[config.mk]
export PLATFORM = sky130hd
export DESIGN_NAME = prbs_lane_tx
export DESIGN_NICKNAME = d
export VERILOG_FILES = /design/src/prbs_lane_tx.sv
export SDC_FILE = /design/constraint.sdc
export NUM_CORES = 1
export LEC_CHECK = 0
export BUFFER_PORTS_ARGS = -buffer_cell sky130_fd_sc_hd__buf_2
export CAP_MARGIN = 20
export CORE_ASPECT_RATIO = 1.2
export CORE_MARGIN = 3
export CORE_UTILIZATION = 40
export DETAILED_ROUTE_END_ITERATION = 12
export GPL_TIMING_DRIVEN = 1
export PLACE_DENSITY = 0.67
export SLEW_MARGIN = 20
export SYNTH_ARGS = -nofsm -noshare
export SYNTH_HDL_FRONTEND = slang
export SYNTH_SLANG_ARGS = --single-unit
[constraint.sdc]
create_clock -name clk -period 1.75 [get_ports clk]
set_clock_uncertainty 0.05 [all_clocks]
set_input_delay 0.2625 -clock clk [delete_from_list [all_inputs] [get_ports clk]]
set_output_delay 0.2625 -clock clk [all_outputs]
set_load 0.01 [all_outputs]
[src/prbs_lane_tx.sv]
// Serial transmitter model: one PRBS bit per lane per clock.
// Assumes the bench drives pattern and a one-cycle lane flip mask.
`timescale 1ns/1ps
module prbs_lane_tx (
    input  wire logic       clk,     // Clock
    input  wire logic       sys_rst, // Reset, active high
    input  wire logic [1:0] pattern, // Sequence select
    input  wire logic [7:0] flip,    // Lanes to corrupt now
    output logic      [7:0] lane_out // One bit per lane
);
    logic [30:0] sr;
    logic        nb;
    assign nb = pattern == 2'h0 ? sr[6] ^ sr[5]
              : pattern == 2'h1 ? sr[14] ^ sr[13] : sr[30] ^ sr[27];
    always_ff @(posedge clk or posedge sys_rst) begin
        if (sys_rst) begin
            sr <= 31'h1;
            lane_out <= 8'h0;
        end else begin
            sr <= {sr[29:0], nb};
            lane_out <= {8{nb}} ^ flip;
        end
    end
endmodule // prbs_lane_tx

---- Yosys cells after proc, flatten, opt, wreduce, memory -nomap -nowiden ----
Cells that the tools add are included.
W data, S select, Z words.
operators by class
  eq/ne operators ......................... 1
  mux-type cells .......................... 2
  bitwise logic cells ..................... 4
  reduce and logical (&&, ||, !) cells .... 1
operator list
  cell                  count
  $xor A8 B8 Y8         1
  $xor A1 B1 Y1         3
  $eq A2 B1 Y1 const B  1
  $logic_not A2 Y1      1
  $mux W1               2
storage, ports and cells
  flip-flop bits (word level) ............. 39
  input port bits ......................... 12
  output and inout port bits .............. 8

---- Logic depth before layout (Yosys ltp) ----
  word-level depth ........................ 4
  mapped depth ............................ 5
  mapped depth without buffers ............ 3

---- Least setup slack after synthesis ----
No wires, ideal clock.
  path type ............................... register -> register
  start point ............................. register sr[5]
  end point ............................... register lane_out[0]
  data arrival time ....................... 1.348 ns
  required time ........................... 1.604 ns
  slack ................................... 0.256 ns
  stages on the path, launching flop included .. 4
  buffers on the path ..................... 0
  cell sequence ........................... dfrtp_1 > xnor2_2 > mux2_2 > nor4_2
between the ends
  longest elaborated chain between the ends .. 3
ends and longest elaborated chain
  what                    RTL line  source
  start, declared         11        logic [30:0] sr;
  start signal, assigned  20        sr <= {sr[29:0], nb};
  $xor A1 B1 Y1           13        assign nb = pattern == 2'h0 ? sr[6] ^ sr[5]
  $mux W1                 13
  $xor A8 B8 Y8           21        lane_out <= {8{nb}} ^ flip;
  end signal, assigned    21
  end, declared           9         output logic [7:0] lane_out
No other way between the ends.

---- Worst setup path after layout ----
  start point ............................. register sr[5]
  end point ............................... register lane_out[4]
Same word-level chain as after synthesis.

==> summary.txt <==
Synth
  • Synth top area cells: dfrtp_1 (55%), mux2_2 (5.8%), and4bb_2 (5.8%), nor4_2 (5.8%), mux2i_1 (5.2%)
  • Synth cell types: 17
  • Avg Inst Size Synth: 13.76 µm²
  • Flops & latches, synth: 39
  • Synth Cell Area: approximately 0.0017 mm²
  • Ys Warns: 0
  • Post-Syn Nets: 138
  • Cell count after synthesis: 126
  • Post-synth top area cell: dfrtp_1
  • Sequential element share of the synthesized area: 0.5635
  • Fraction of post-synthesis cell area in the top cell type by area: 0.5483

Timing
  • Final hold vios: 0
  • Slack of the critical path: 0.2636 ns
  • Pins over their slew limit: 0
  • Relative slew slack: 0.6722
  • Final Critical Period: 1.486 ns
  • Tightest Pin Transition: 0.4917 ns
  • Fin Setup TNS: 0 ns
  • Share of the clock period used by the worst path: 0.8493
  • F_max: between 0.6 and 0.7 GHz
  • Final setup violation count: 0
  • RSZ-0062 raised after global routing: false

Placed design
  • DP Worst Slack: 0.2679 ns
  • Gpl congestion: 0.7078
  • Placed Area: 0.001898 mm²
  • DP HPWL: around 1800 µm
  • Port Buffer Count: 19

Global route
  • Initial antenna violation count: 0
  • Largest net degree at the start of global routing: 50
  • Grt total ovfl: 0
  • Gr usage total: 0.1232
  • First-pass GRT wire length: around 4700 µm
  • Vias in the first global route: 1006

Clocking
  • CTS Buf Count: 5
  • Clock transition at path regs: 0.08 ns
  • CTS tree: yes
  • Hold_buf cts: 0
  • Root buffer cell: clkbuf_8
  • CTS resizes: 0
  • Postcts setup bufs: 0
  • Htree depth: 2
  • Clock sink count: 39
  • Worst skew pair latency: 0.29 ns
  • CTS Buffer Depth: 2

Cells and area
  • Finished Cell Area: 0.001983 mm²
  • Fillers: 377
  • Final Util: 0.4877
  • Antenna fix cells: 0
  • Nets: 159
  • P&R area growth vs syn: 14.36%
  • Commonest cells after routing, fill and taps aside: dfrtp_1 (38), buf_2 (19), mux2_2 (9), mux2i_1 (9)
  • Most common cell after layout, fill and taps aside: dfrtp_1
  • Layout cells sized above 1: 0.3986

Power and ir drop
  • Pwr Total: around 2.0 mW
  • Pwr dens: about 1000 mW/mm²
  • Leakage power: 0.9069 nW
  • Peak supply drop: between 0.0004 and 0.0005 V

Detailed routing
  • DR vias: 1040
  • # DRC: 0
  • Iter 0 DRT Violations: 45
  • 1st-pass router iterations: 6
  • ANT nets after route: 0
  • Routed wire per std cell: 14.13 µm
  • Routed vias/inst: 5.149
  • Total wire length: 2854 µm

Setup path
  • Worst Setup End Kind: flop
  • Reg-to-Reg Start: sr[5]$_DFF_PP0_
  • Depth of the most critical reg-to-reg path: 4
  • CP required: 1.89 ns
  • R2r setup slk: approximately 0.26 ns
  • Critical path arrival: 1.63 ns
  • Reg2reg end: lane_out[4]$_DFF_PP0_
  • Worst-path fanout max: 9
  • Critical path class: reg2reg
  • Startpoint Class: flop

Run
  • Max-cap violations: 0

Floorplan
  • Io pins: 20
  • DIE HEIGHT: 78.13 µm
  • Die width: 66.11 µm
  • Core ar.: 0.004066 mm²
  • Die Area: 0.005164 mm²
  • Initial core utilization: 0.4265
  • Row cnt: 25

Min path
  • Hold/Removal Path Class: in2async

Outcome
  • Status: completed
[cell type report]
class                      count  area, µm²  area share
sequential                    39      977.2      0.4927
multi-input combinational     77      711.9      0.3590
timing repair buffer          23      137.6     0.06940
clock buffer                   6      72.57     0.03659
tap                           54      67.56     0.03407
clock inverter                 2      12.51    0.006309
inverter                       1      3.754    0.001893
[how the worst max path moves through the flow]
| stage | slack [ns] | startpoint | cells past startpoint | to |
|---|---|---|---|---|
| floorplan | 0.26 | sr[5]$_DFF_PP0_ | 3 | lane_out[0]$_DFF_PP0_ |
| global placement | 0.24 | sr[5]$_DFF_PP0_ | 4 | lane_out[6]$_DFF_PP0_ |
| detailed placement | 0.27 | sr[5]$_DFF_PP0_ | 4 | lane_out[7]$_DFF_PP0_ |
| CTS | 0.25 | sr[5]$_DFF_PP0_ | 4 | lane_out[4]$_DFF_PP0_ |
| global route | 0.16 | sr[5]$_DFF_PP0_ | 4 | lane_out[5]$_DFF_PP0_ |
| finish | 0.26 | sr[5]$_DFF_PP0_ | 4 | lane_out[4]$_DFF_PP0_ |
[cells in the mapped netlist]
cell / number
dfrtp_1: 38
mux2_2: 9
mux2i_1: 9
and4bb_2: 8
nand2_1: 8
nand2b_1: 8
nor3_1: 8
nor3b_1: 8
nor4_2: 8
nor4bb_1: 8
buf_2: 5
clkbuf_1: 3
xnor2_2: 2
clkbuf_2: 1
dfstp_2: 1
inv_1: 1
xnor2_4: 1
[layer usage]
layer	track usage	routed length (µm)	part of all wire
met1	0.1435	1276	0.45
met2	0.1917	1357	0.48
met3	0.05722	157	0.055
met4	0.05488	62	0.022
met5	0	0	0
[stage by stage]
stage / hold slack (ns) / instances
5_1_grt: 0.05552 / 202
3_3_place_gp: 0.2856 / 194
2_1_floorplan: 0.2812 / 126
3_5_place_dp: 0.2855 / 194
4_1_cts: 0.03256 / 202
6_report: 0.01848 / 202
[logic make-up (layout without fill, tap and decap cells)]
family / after synthesis / count (layout) / synth area share
xor+xnor: 3 / 3 / 0.03463
buf+inv: 10 / 32 / 0.02597
flops: 39 / 39 / 0.5635
mux: 18 / 18 / 0.1104
simple gates: 56 / 56 / 0.2655
[critical path, cell delays in order, from the launching register on]
cell and delay (ns):
dfrtp_1 0.41, xnor2_2 0.15, buf_4 0.19, mux2_2 0.36
nor4_2 0.24
[where the power goes]
| part | switching, mW | leakage (nW) | internal [mW] |
|---|---|---|---|
| logic | 0.183 | 0.371 | 0.178 |
| registers | 0.0384 | 0.495 | 1.00 |
| clock network | 0.298 | 0.0412 | 0.278 |
[state kept, by name, summed over array words and instances (netlist names)]
signal,count
sr,31
lane_out,8
Power figures use the tool's default switching activity.
